<file path="src/design/pfi_routing_pkg.sv">
// Package for the programmable function pin routing block.
// Assumes a single 20 MHz clock and an APB register slave.
package pfi_routing_pkg;

  // ==========================================================================
  // Sizes and timing
  localparam int          PIN_COUNT        = 10;
  localparam int          SIGNAL_COUNT     = 13;
  localparam int          DEDICATED_COUNT  = 5;
  localparam int          CLOCK_PERIOD_NS  = 50;
  // Start trigger pulse 50..100 ns: least time rounds up
  localparam int          TRIG_PULSE_NS    = 50;
  localparam int          TRIG_PULSE_CYC   = (TRIG_PULSE_NS + CLOCK_PERIOD_NS - 1) / CLOCK_PERIOD_NS;
  // Scan clock delay 50..100 ns, width 400..500 ns
  localparam int          SCAN_DELAY_NS    = 50;
  localparam int          SCAN_DELAY_CYC   = (SCAN_DELAY_NS + CLOCK_PERIOD_NS - 1) / CLOCK_PERIOD_NS;
  localparam int          SCAN_WIDTH_NS    = 400;
  localparam int          SCAN_WIDTH_CYC   = (SCAN_WIDTH_NS + CLOCK_PERIOD_NS - 1) / CLOCK_PERIOD_NS;
  // Strobe burst clocks
  localparam int          STROBE_SLOW_NS   = 10000;
  localparam int          STROBE_FAST_NS   = 1200;
  localparam int          STROBE_SLOW_CYC  = STROBE_SLOW_NS / CLOCK_PERIOD_NS;
  localparam int          STROBE_FAST_CYC  = STROBE_FAST_NS / CLOCK_PERIOD_NS;
  localparam int          STROBE_PULSES    = 8;

  // ==========================================================================
  // Internal timing signal indices (source selection slots)
  localparam int          SIG_START_TRIG   = 0;
  localparam int          SIG_POST_TRIG    = 1;
  localparam int          SIG_CONVERT      = 2;
  localparam int          SIG_SCAN_BEGIN   = 3;
  localparam int          SIG_GATE         = 4;
  localparam int          SIG_SCAN_SRC     = 5;
  // Pins that carry a fixed output
  localparam int          PIN_START_TRIG   = 0;
  localparam int          PIN_POST_TRIG    = 1;
  localparam int          PIN_CONVERT      = 2;

  // ==========================================================================
  // Register byte offsets
  localparam logic [11:0] OFS_CONTROL      = 12'h000;
  localparam logic [11:0] OFS_PIN_OE       = 12'h004;
  localparam logic [11:0] OFS_POLARITY     = 12'h008;
  localparam logic [11:0] OFS_COMMAND      = 12'h00C;
  localparam logic [11:0] OFS_STATUS       = 12'h010;
  localparam logic [11:0] OFS_POST_SCANS   = 12'h014;
  localparam logic [11:0] OFS_SELECT_BASE  = 12'h040;

  // Control register fields
  localparam int          CTL_PRETRIG      = 0;
  localparam int          CTL_SCAN_SAMPLE_CLOCK_OUT_EN   = 1;
  localparam int          CTL_SCAN_SAMPLE_CLOCK_OUT_POL  = 2;
  localparam int          CTL_STROBE_HW    = 3;
  localparam int          CTL_STROBE_LVL   = 4;
  localparam int          CTL_STROBE_FAST  = 5;
  localparam int          CTL_ANALOG_TRIG  = 6;
  localparam int          CTL_DEDIC_OE     = 7;
  // Command register fields (write one to act)
  localparam int          CMD_SW_TRIG      = 0;
  localparam int          CMD_STROBE_GO    = 1;
  localparam int          CMD_STOP         = 2;

  // Reset values: everything off, strobe idles high, source pin 0
  localparam logic [31:0] CONTROL_RESET    = 32'h0000_0010;
  localparam logic [3:0]  SELECT_RESET     = 4'h0;
  localparam logic [15:0] POST_SCANS_RESET = 16'h0010;

  // ==========================================================================
  // Types
  typedef enum logic [1:0] {
    ACQ_IDLE = 2'b00,
    ACQ_PRE  = 2'b01,
    ACQ_POST = 2'b10
  } acq_state_t;

  typedef struct packed {
    logic        psel;
    logic        penable;
    logic        pwrite;
    logic [11:0] paddr;
    logic [31:0] pwdata;
  } apb_req_t;

  typedef struct packed {
    logic        pready;
    logic        pslverr;
    logic [31:0] prdata;
  } apb_rsp_t;

  typedef struct packed {
    logic [PIN_COUNT-1:0] out;
    logic [PIN_COUNT-1:0] oe;
  } pin_drive_t;

endpackage

</file>
<file path="src/design/pfi_trigger_routing.sv">
// Programmable function pin routing and acquisition trigger outputs.
// Assumes pins are asynchronous inputs; a bench resolves the pin wires.
//
// The register addresses and register access over APB were left to the implementer.
`timescale 1ns/1ps
`default_nettype none

// How it works
// [RL1] Ten two-way function pins carry all external timing control.
// [RL2] Each of thirteen internal signals picks its source pin by register.
// [RL3] Each pin has its own enable and drives a fixed internal signal; here only pins 0 and 2 drive a signal, the rest drive low.
// [RL4] Five dedicated outputs carry the remaining timing signals.
// [RL5] Outside equipment must not drive a pin whose driver is on.
// [RL6] Each input has polarity; edge or level follows the signal.
// [RL7] Scan clock starts 50-100 ns after conversion and lasts 400-500 ns.
// [RL8] Scan clock is output only, software enabled, polarity selectable.
// [RL9] Single-pulse mode: strobe level follows a software-written bit.
// [RL10] Hardware mode: eight strobe pulses from a 10 us or 1.2 us clock.
// [RL11] Start trigger is edge detected from any pin, polarity chooses edge.
// [RL12] Start trigger edge begins acquisition in pre and post modes.
// [RL13] Start trigger output shows the real starting event from any source.
// [RL14] Start trigger output is an active-high 50-100 ns pulse.
// [RL15] Start trigger output is tri-state until software enables it.
// [RL16] Pin 0 drives the start trigger, pin 2 the conversion pulse.
// [RL17] Optional analog threshold trigger on pin 0 acts as start source.
// [RL18] Software command may issue the start trigger.
// [RL19] Pretrigger keeps samples before and after; posttrigger only after.
// [RL20] Posttrigger edge starts post phase; fixed scans then stop.
// [RL21] Pin inputs are synchronised before detection.
// [RL22] Reset leaves selections defined and every output disabled.
module pfi_trigger_routing #(
  parameter int PINS    = pfi_routing_pkg::PIN_COUNT,
  parameter int SIGNALS = pfi_routing_pkg::SIGNAL_COUNT
) (
  input  wire logic                     clock_i,           // 20 MHz clock
  input  wire logic                     nrst_i,            // Sync reset, low
  input  wire pfi_routing_pkg::apb_req_t apb_req_i,        // APB request
  output pfi_routing_pkg::apb_rsp_t     apb_rsp_o,         // APB answer
  input  wire logic [PINS-1:0]          pin_in_i,          // Pin levels
  output logic [PINS-1:0]               pin_out_o,         // Pin drive values
  output logic [PINS-1:0]               pin_oe_o,          // Pin drive enables
  input  wire logic                     analog_trig_i,     // Threshold trigger
  input  wire logic                     convert_pulse_i,   // Conversion start
  input  wire logic                     scan_done_i,       // Scan finished
  output logic [SIGNALS-1:0]            signal_event_o,    // Routed inputs
  output logic                          acquiring_o,       // Sequence running
  output logic                          keep_pretrig_o,    // Keep early samples
  output logic                          scan_sample_clock_out_o, // Scan clock
  output logic                          external_strobe_n_o,     // Strobe, low
  output logic                          dedicated_oe_o     // Dedicated enables
);

  // ==========================================================================
  // State record
  typedef struct packed {
    logic [31:0]               control;
    logic [PINS-1:0]           pin_oe;
    logic [PINS-1:0]           polarity;
    logic [SIGNALS-1:0][3:0]   select;
    logic [15:0]               post_scans;
    logic [PINS-1:0]           sync1;
    logic [PINS-1:0]           sync2;
    logic [PINS-1:0]           sync3;
    logic [1:0]                acq;
    logic [15:0]               scan_cnt;
    logic [3:0]                trig_cnt;
    logic [3:0]                conv_cnt;
    logic [4:0]                delay_cnt;
    logic [4:0]                width_cnt;
    logic                      scan_sample_clock_out;
    logic [7:0]                div_cnt;
    logic [4:0]                strobe_cnt;
    logic                      strobe;
    logic                      ready;
    logic [31:0]               rdata;
  } state_t;

  state_t st;
  state_t next_st;

  // Picks a pin bit by index; out of range reads zero
  function automatic logic pick(input logic [PINS-1:0] v, input logic [3:0] i);
    pick = (int'(i) < PINS) ? v[i] : 1'b0;
  endfunction

  // Address inside the source selection table; a truncated index alone aliases
  function automatic logic sel_hit(input logic [11:0] a);
    sel_hit = a >= pfi_routing_pkg::OFS_SELECT_BASE &&
              a < pfi_routing_pkg::OFS_SELECT_BASE + 12'(4 * SIGNALS);
  endfunction

  // ==========================================================================
  // Input detection per signal
  logic [PINS-1:0]    level_pol;
  logic [PINS-1:0]    edge_pol;
  logic [SIGNALS-1:0] routed_level;
  logic [SIGNALS-1:0] routed_edge;

  // First stage only feeds second; level uses the second, edge compares the two later stages
  assign level_pol = st.sync2 ^ st.polarity;                       // RL6 RL21
  assign edge_pol  = (st.sync2 ^ st.polarity) & ~(st.sync3 ^ st.polarity);

  genvar g;
  generate
    for (g = 0; g < SIGNALS; g++) begin : g_route
      // Source pin per signal selected by software
      assign routed_level[g] = pick(level_pol, st.select[g]);      // RL2
      assign routed_edge[g]  = pick(edge_pol, st.select[g]);       // RL11
      // Gate and scan source are level signals, the rest edge
      assign signal_event_o[g] = (g == pfi_routing_pkg::SIG_GATE ||
                                  g == pfi_routing_pkg::SIG_SCAN_SRC) ?
                                 routed_level[g] : routed_edge[g]; // RL6
    end
  endgenerate

  // ==========================================================================
  // Next state
  logic       wr;
  logic       rd;
  logic [3:0] sel_idx;
  logic       start_evt;
  logic       post_evt;
  logic [7:0] div_max;

  // Writes land on the edge that completes the transfer, with pready high
  assign wr      = apb_req_i.psel & apb_req_i.penable & apb_req_i.pwrite & st.ready;
  assign rd      = apb_req_i.psel & ~apb_req_i.penable & ~apb_req_i.pwrite;
  assign sel_idx = 4'((apb_req_i.paddr - pfi_routing_pkg::OFS_SELECT_BASE) >> 2);
  assign div_max = st.control[pfi_routing_pkg::CTL_STROBE_FAST] ?
                   8'(pfi_routing_pkg::STROBE_FAST_CYC - 1) :
                   8'(pfi_routing_pkg::STROBE_SLOW_CYC - 1);

  // Pin edge, analog threshold or software command start a sequence
  assign start_evt = routed_edge[pfi_routing_pkg::SIG_START_TRIG]  // RL11
    | (st.control[pfi_routing_pkg::CTL_ANALOG_TRIG] & analog_trig_i) // RL17
    | (wr && apb_req_i.paddr == pfi_routing_pkg::OFS_COMMAND &&
       apb_req_i.pwdata[pfi_routing_pkg::CMD_SW_TRIG]);            // RL18
  assign post_evt  = routed_edge[pfi_routing_pkg::SIG_POST_TRIG];

  always_comb begin
    next_st       = st;
    next_st.ready = 1'b0;
    next_st.sync1 = pin_in_i;                                      // RL21
    next_st.sync2 = st.sync1;
    next_st.sync3 = st.sync2;

    // Register access: answer in second access cycle
    if (apb_req_i.psel && apb_req_i.penable && !st.ready) begin
      next_st.ready = 1'b1;
    end
    if (rd) begin
      next_st.rdata = 32'h0000_0000;
      unique case (apb_req_i.paddr)
        pfi_routing_pkg::OFS_CONTROL:    next_st.rdata = st.control;
        pfi_routing_pkg::OFS_PIN_OE:     next_st.rdata = 32'(st.pin_oe);
        pfi_routing_pkg::OFS_POLARITY:   next_st.rdata = 32'(st.polarity);
        pfi_routing_pkg::OFS_STATUS:     next_st.rdata = {24'h000000, st.strobe_cnt != 5'h00,
                                                          st.scan_sample_clock_out, 4'h0, st.acq};
        pfi_routing_pkg::OFS_POST_SCANS: next_st.rdata = {16'h0000, st.post_scans};
        default: begin
          if (sel_hit(apb_req_i.paddr))
            next_st.rdata = {28'h0000000, st.select[sel_idx]};
        end
      endcase
    end
    if (wr) begin
      unique case (apb_req_i.paddr)
        pfi_routing_pkg::OFS_CONTROL:    next_st.control    = apb_req_i.pwdata;  // RL8 RL9
        pfi_routing_pkg::OFS_PIN_OE:     next_st.pin_oe     = apb_req_i.pwdata[PINS-1:0]; // RL3
        pfi_routing_pkg::OFS_POLARITY:   next_st.polarity   = apb_req_i.pwdata[PINS-1:0];
        pfi_routing_pkg::OFS_POST_SCANS: next_st.post_scans = apb_req_i.pwdata[15:0];
        pfi_routing_pkg::OFS_COMMAND: begin
          if (apb_req_i.pwdata[pfi_routing_pkg::CMD_STROBE_GO])
            next_st.strobe_cnt = 5'(2 * pfi_routing_pkg::STROBE_PULSES);
          if (apb_req_i.pwdata[pfi_routing_pkg::CMD_STOP])
            next_st.acq = 2'(pfi_routing_pkg::ACQ_IDLE);
        end
        default: begin
          if (sel_hit(apb_req_i.paddr))
            next_st.select[sel_idx] = apb_req_i.pwdata[3:0];       // RL2
        end
      endcase
    end

    // Acquisition sequence
    unique case (pfi_routing_pkg::acq_state_t'(st.acq))
      pfi_routing_pkg::ACQ_IDLE: begin
        if (start_evt) begin                                       // RL12
          next_st.trig_cnt = 4'(pfi_routing_pkg::TRIG_PULSE_CYC);  // RL13 RL14
          next_st.scan_cnt = st.post_scans;
          // Pretrigger waits for the second trigger before counting
          next_st.acq = st.control[pfi_routing_pkg::CTL_PRETRIG] ?
                        2'(pfi_routing_pkg::ACQ_PRE) : 2'(pfi_routing_pkg::ACQ_POST); // RL19
        end
      end
      pfi_routing_pkg::ACQ_PRE: begin
        if (post_evt) next_st.acq = 2'(pfi_routing_pkg::ACQ_POST);  // RL20
      end
      pfi_routing_pkg::ACQ_POST: begin
        // Fixed number of scans, then stop
        if (scan_done_i) begin
          if (st.scan_cnt <= 16'h0001) next_st.acq = 2'(pfi_routing_pkg::ACQ_IDLE); // RL20
          next_st.scan_cnt = st.scan_cnt - 16'h0001;
        end
      end
      default: next_st.acq = 2'(pfi_routing_pkg::ACQ_IDLE);
    endcase
    if (st.trig_cnt != 4'h0) next_st.trig_cnt = st.trig_cnt - 4'h1;

    // Conversion output pulse and scan clock timing
    if (convert_pulse_i && st.acq != 2'(pfi_routing_pkg::ACQ_IDLE)) begin
      next_st.conv_cnt  = 4'(pfi_routing_pkg::TRIG_PULSE_CYC);
      next_st.delay_cnt = 5'(pfi_routing_pkg::SCAN_DELAY_CYC);     // RL7
    end else if (st.conv_cnt != 4'h0) begin
      next_st.conv_cnt = st.conv_cnt - 4'h1;
    end
    if (st.delay_cnt != 5'h00) begin
      next_st.delay_cnt = st.delay_cnt - 5'h01;
      if (st.delay_cnt == 5'h01) begin
        next_st.scan_sample_clock_out   = 1'b1;
        next_st.width_cnt = 5'(pfi_routing_pkg::SCAN_WIDTH_CYC);   // RL7
      end
    end else if (st.width_cnt != 5'h00) begin
      next_st.width_cnt = st.width_cnt - 5'h01;
      if (st.width_cnt == 5'h01) next_st.scan_sample_clock_out = 1'b0;
    end

    // Strobe burst: divider enable toggles strobe sixteen times
    if (st.strobe_cnt != 5'h00) begin
      if (st.div_cnt >= div_max) begin
        next_st.div_cnt    = 8'h00;
        next_st.strobe_cnt = st.strobe_cnt - 5'h01;
        next_st.strobe     = ~st.strobe;                           // RL10
      end else begin
        next_st.div_cnt = st.div_cnt + 8'h01;
      end
    end else begin
      next_st.div_cnt = 8'h00;
      next_st.strobe  = 1'b1;
    end
  end

  // ==========================================================================
  // Registers
  always_ff @(posedge clock_i) begin
    if (!nrst_i) begin
      st            <= '0;                                         // RL22
      st.control    <= pfi_routing_pkg::CONTROL_RESET;
      st.post_scans <= pfi_routing_pkg::POST_SCANS_RESET;
      st.strobe     <= 1'b1;
    end else begin
      st <= next_st;
    end
  end

  // ==========================================================================
  // Outputs
  logic [PINS-1:0] fixed_out;

  // Fixed drive per pin; only pins 0 and 2 carry a signal, the rest drive low
  always_comb begin
    fixed_out = '0;
    fixed_out[pfi_routing_pkg::PIN_START_TRIG] = st.trig_cnt != 4'h0;  // RL16 RL14
    fixed_out[pfi_routing_pkg::PIN_POST_TRIG]  = 1'b0;
    fixed_out[pfi_routing_pkg::PIN_CONVERT]    = !(st.conv_cnt != 4'h0); // RL16
  end

  // Driver off until software enables it; the far side must then keep off
  assign pin_out_o      = fixed_out;                               // RL1 RL3
  assign pin_oe_o       = st.pin_oe;                               // RL15 RL5
  assign dedicated_oe_o = st.control[pfi_routing_pkg::CTL_DEDIC_OE]; // RL4
  assign acquiring_o    = st.acq != 2'(pfi_routing_pkg::ACQ_IDLE);
  assign keep_pretrig_o = st.acq == 2'(pfi_routing_pkg::ACQ_PRE);  // RL19
  assign scan_sample_clock_out_o = st.control[pfi_routing_pkg::CTL_SCAN_SAMPLE_CLOCK_OUT_EN] &
    (st.scan_sample_clock_out ^ st.control[pfi_routing_pkg::CTL_SCAN_SAMPLE_CLOCK_OUT_POL]);   // RL8
  assign external_strobe_n_o = st.control[pfi_routing_pkg::CTL_STROBE_HW] ?
    st.strobe : st.control[pfi_routing_pkg::CTL_STROBE_LVL];       // RL9 RL10
  assign apb_rsp_o.pready  = st.ready;
  assign apb_rsp_o.pslverr = 1'b0;
  assign apb_rsp_o.prdata  = st.rdata;

endmodule

`default_nettype wire

</file>
<file path="config.mk">
export PLATFORM = sky130hd
export DESIGN_NAME = pfi_trigger_routing
export DESIGN_NICKNAME = d
export VERILOG_FILES = /design/src/design/pfi_routing_pkg.sv /design/src/design/pfi_trigger_routing.sv
export SDC_FILE = /design/constraint.sdc
export NUM_CORES = 1
export LEC_CHECK = 0
export ABC_AREA = 0
export BUFFER_PORTS_ARGS = -buffer_cell sky130_fd_sc_hd__buf_4
export CORE_MARGIN = 2
export CORE_UTILIZATION = 40
export DETAILED_ROUTE_END_ITERATION = 8
export GPL_TIMING_DRIVEN = 0
export SETUP_SLACK_MARGIN = 0.5
export SYNTH_ARGS = -nofsm -noshare
export SYNTH_HDL_FRONTEND = slang
export SYNTH_SLANG_ARGS = --single-unit
</file>
<file path="constraint.sdc">
create_clock -name clock_i -period 3.2 [get_ports clock_i]
set_input_delay 0.48 -clock clock_i [delete_from_list [all_inputs] [get_ports clock_i]]
set_output_delay 0.48 -clock clock_i [all_outputs]
set_load 0.005 [all_outputs]
</file>
==> results.ini <==
[logic_synthesis]
synth_top_area_share_pct = 39.9
synth_area_per_cell_um2 = 8.37
ys_seq_area_share_pct = 39.9
ys.flop_type = dfxtp_1
synthCells = 1402
synth_area_mm2 = 0.0117
ys_async_sr_fraction_pct = 0
ys_seq_elements = 234
synth_edf_count = 0
synth_top_area_cell = dfxtp_1
ys_types = 71
synthTopCellsByArea = dfxtp_1 40%, a21oi_1 6.6%, nand2_1 6.5%
yosys_warnings = 0

[power_and_ir_drop]
total_power_uw = 7480
p_leak_uw = 0.00558
power_density_mw_per_mm2 = 508
ir_drop_mv = 0.315

[grt]
antenna_found_initial = 0
grt_max_degree = 14
grtUsageTotal_pct = 23.4
grt_overflow = 0
grt_pass1_wl_um = 56500
grt_pass1_vias = 9909

[sta]
rsz0062_at_grt = yes
relSlewSlack_pct = 40.3
period_share_pct = 90.3
fin_ws_ns = 0.312
finalHoldViolations = 0
max_freq_ghz = 0.346
worst_pin_slew_ns = 0.889
setup_tns_ns = 0
final_max_slew_viol_count = 0
min_period_ns = 2.89
setup_viol_count_final = 0
fin_skew_ns = 0.0155

[route]
ant_nets = 0
first_pass_iters = 7
drc_errors = 0
wl_per_cell_um = 18.6
routed_wl_um = 36900
viasPerCell = 5.39
vias = 10705
drtIter0Drc = 997

[run]
maxCapViolCount = 0

[clocking]
cts_sinks = 234
clockBufferDepth = 3
cts_tree = done
clock_latency_ns = 0.55
root_buffer = clkbuf_16
cts_hold_buf = 0
numCtsBuffers = 27
htreeDepth = 1
cts.clk_slew.worst_paths_ns = 0.06

[setup_path]
critPathKind = reg2out
critical_path.top_delay_family = buffers and inverters
crit_top_cell = buf_6
end_kind = output pin
crit_slowest_cell = mux4_2
crit_path_start_kind = register
path_buf_inv = 5
path_cells = nor2b_1 > mux2i_1 > clkbuf_8 > mux4_2 > nand2_1 > o211ai_1 > buf_4 > inv_2 > buf_6 > buf_6
worst_ep_arrival_time_ns = 2.41
critPathMaxFanout = 10
slowest_delay_ns = 0.46
required_ns = 2.72

[run_status]
status = completed

[die]
core_area_mm2 = 0.0288
io_pins = 134
placementRows = 62
die_h_um = 175
start_util_pct = 40.8
fp.dieArea_mm2 = 0.0307
die_width_um = 175

[placement]
dp_hpwl_um = 26000
port-buffer-count = 116
pre_cts_slack_ns = -0.186
placed_area_mm2 = 0.0131
gp_congestion = 0.951

[finish]
fill_cells = 2727
final_nets = 1657
antenna_cells = 0
fin_area_mm2 = 0.0147
syn_to_final_growth_pct = 25.6
layout-drive-gt1-share_pct = 25.2

[hold_path]
hold_class = in2reg

-- Yosys cell counts, types with 3 or more instances --
| master | count |
|---|---|
| dfxtp_1 | 234 |
| nand2_1 | 204 |
| nor2_1 | 160 |
| a21oi_1 | 154 |
| o21ai_0 | 72 |
| mux2i_1 | 62 |
| clkbuf_1 | 59 |
| buf_4 | 58 |
| nand3_1 | 34 |
| and2_1 | 33 |
| nor3_1 | 29 |
| buf_2 | 27 |
| mux4_2 | 26 |
| a22oi_1 | 21 |
| xor2_1 | 18 |
| inv_1 | 15 |
| nand2b_1 | 14 |
| ha_1 | 13 |
| nor2b_1 | 13 |
| a221oi_1 | 10 |
| or2_2 | 10 |
| o211ai_1 | 9 |
| xnor2_1 | 9 |
| mux2_2 | 7 |
| or4_1 | 7 |
| nand3b_1 | 6 |
| nor3b_1 | 6 |
| nor4_1 | 6 |
| a32oi_1 | 5 |
| nor2_4 | 5 |
| a211oi_1 | 4 |
| and3_1 | 4 |
| nand4_1 | 4 |
| o22ai_1 | 4 |
| a21o_1 | 3 |
| a31oi_1 | 3 |
| buf_1 | 3 |
| nor2_8 | 3 |
| o31ai_1 | 3 |
| or3_1 | 3 |
-- final timing paths --
kind / startpoint / to / slack, ns / cells past startpoint
max: st[188]$_SDFFE_PN0P_ / signal_event_o[1] / 0.31 / 10
max reg2reg: apb_rsp_o[33]$_SDFF_PN0_ / st[158]$_SDFFE_PN0P_ / 0.53 / 6
min reg2reg: next_st[95]$_SDFF_PN0_ / next_st[85]$_SDFF_PN0_ / 0.43 / 1
min: pin_in_i[4] / next_st[98]$_SDFF_PN0_ / 0.15 / 2
-- power breakdown --
group | internal, uW | switching [uW]
registers | 3000 | 84.5
clock network | 2210 | 1240
logic | 417 | 530
-- per-layer routing --
metal	part of all wire (%)	vias up	track usage, %
li1	-	5162	-
met1	44	5004	31.8
met2	45	461	37.1
met3	8.6	78	5.04
met4	3.0	0	7.47
met5	0	-	0
-- state kept, by name (all words and copies together), names as in the netlist --
name	count
st	170
apb_rsp_o	33
next_st	20
pin_oe_o	10
dedicated_oe_o	1
-- layout by cell type (no fill, tap or decap), drive strengths merged, types with 11 or more instances in the layout --
cell / instances
dfxtp: 234
buf: 234
nand2: 204
nor2: 169
a21oi: 154
clkbuf: 96
o21ai: 73
mux2i: 62
nand3: 34
and2: 33
nor3: 31
mux4: 26
a22oi: 21
xor2: 18
inv: 17
nand2b: 14
ha: 13
nor2b: 13
or2: 11
-- through the flow --
| stage | instances | hold WS [ns] | util [%] |
|---|---|---|---|
| after detailed placement | 1910 | 0.417 | 45.6 |
| after CTS | 1979 | 0.136 | 50.5 |
| after global routing | 1985 | 0.143 | 51.2 |
| after floorplan | 1410 | 0.412 | - |
| after global placement | 1910 | 0.415 | 45.6 |
| final | 1985 | 0.152 | 51.2 |
-- logic make-up after synthesis --
| family | after synthesis | synth area share [%] |
|---|---|---|
| buffers and inverters | 165 | 7.55 |
| flip-flops | 234 | 39.9 |
| XOR/XNOR | 27 | 2.02 |
| adder cells (fa/ha/maj) | 13 | 1.39 |
| AND/OR/NAND/NOR | 558 | 22.6 |
| multiplexers | 95 | 11.0 |
| AO/OA/AOI/OAI | 309 | 15.5 |
| other | 1 | 0.0320 |
-- area by class of cell --
cell class | instances | area (um2) | share of cell area, %
multi-input cells | 1011 | 6420 | 43.6
flip-flops and latches | 234 | 4720 | 32.0
repair buffers | 143 | 1120 | 7.61
plain buffers | 149 | 923 | 6.27
clock buffers | 38 | 797 | 5.41
well taps | 384 | 480 | 3.26
clock inverters | 10 | 206 | 1.40
inverters | 16 | 60.1 | 0.408
-- worst reg2reg max path, delay by kind of cell (launching register included) --
kind	cells	cell delay, ns
muxes	1	0.29
and+or+nand+nor	4	1.47
DFF	1	0.38
AOI/OAI and AO/OA	1	0.38
-- repair_timing --
item,in CTS,in global routing
pin swaps,18,10
gates cloned,5,0
buffers inserted,16,6
endpoints found under the setup margin,15,17
gates resized for setup,96,45
Power figures use the tool's default switching activity.
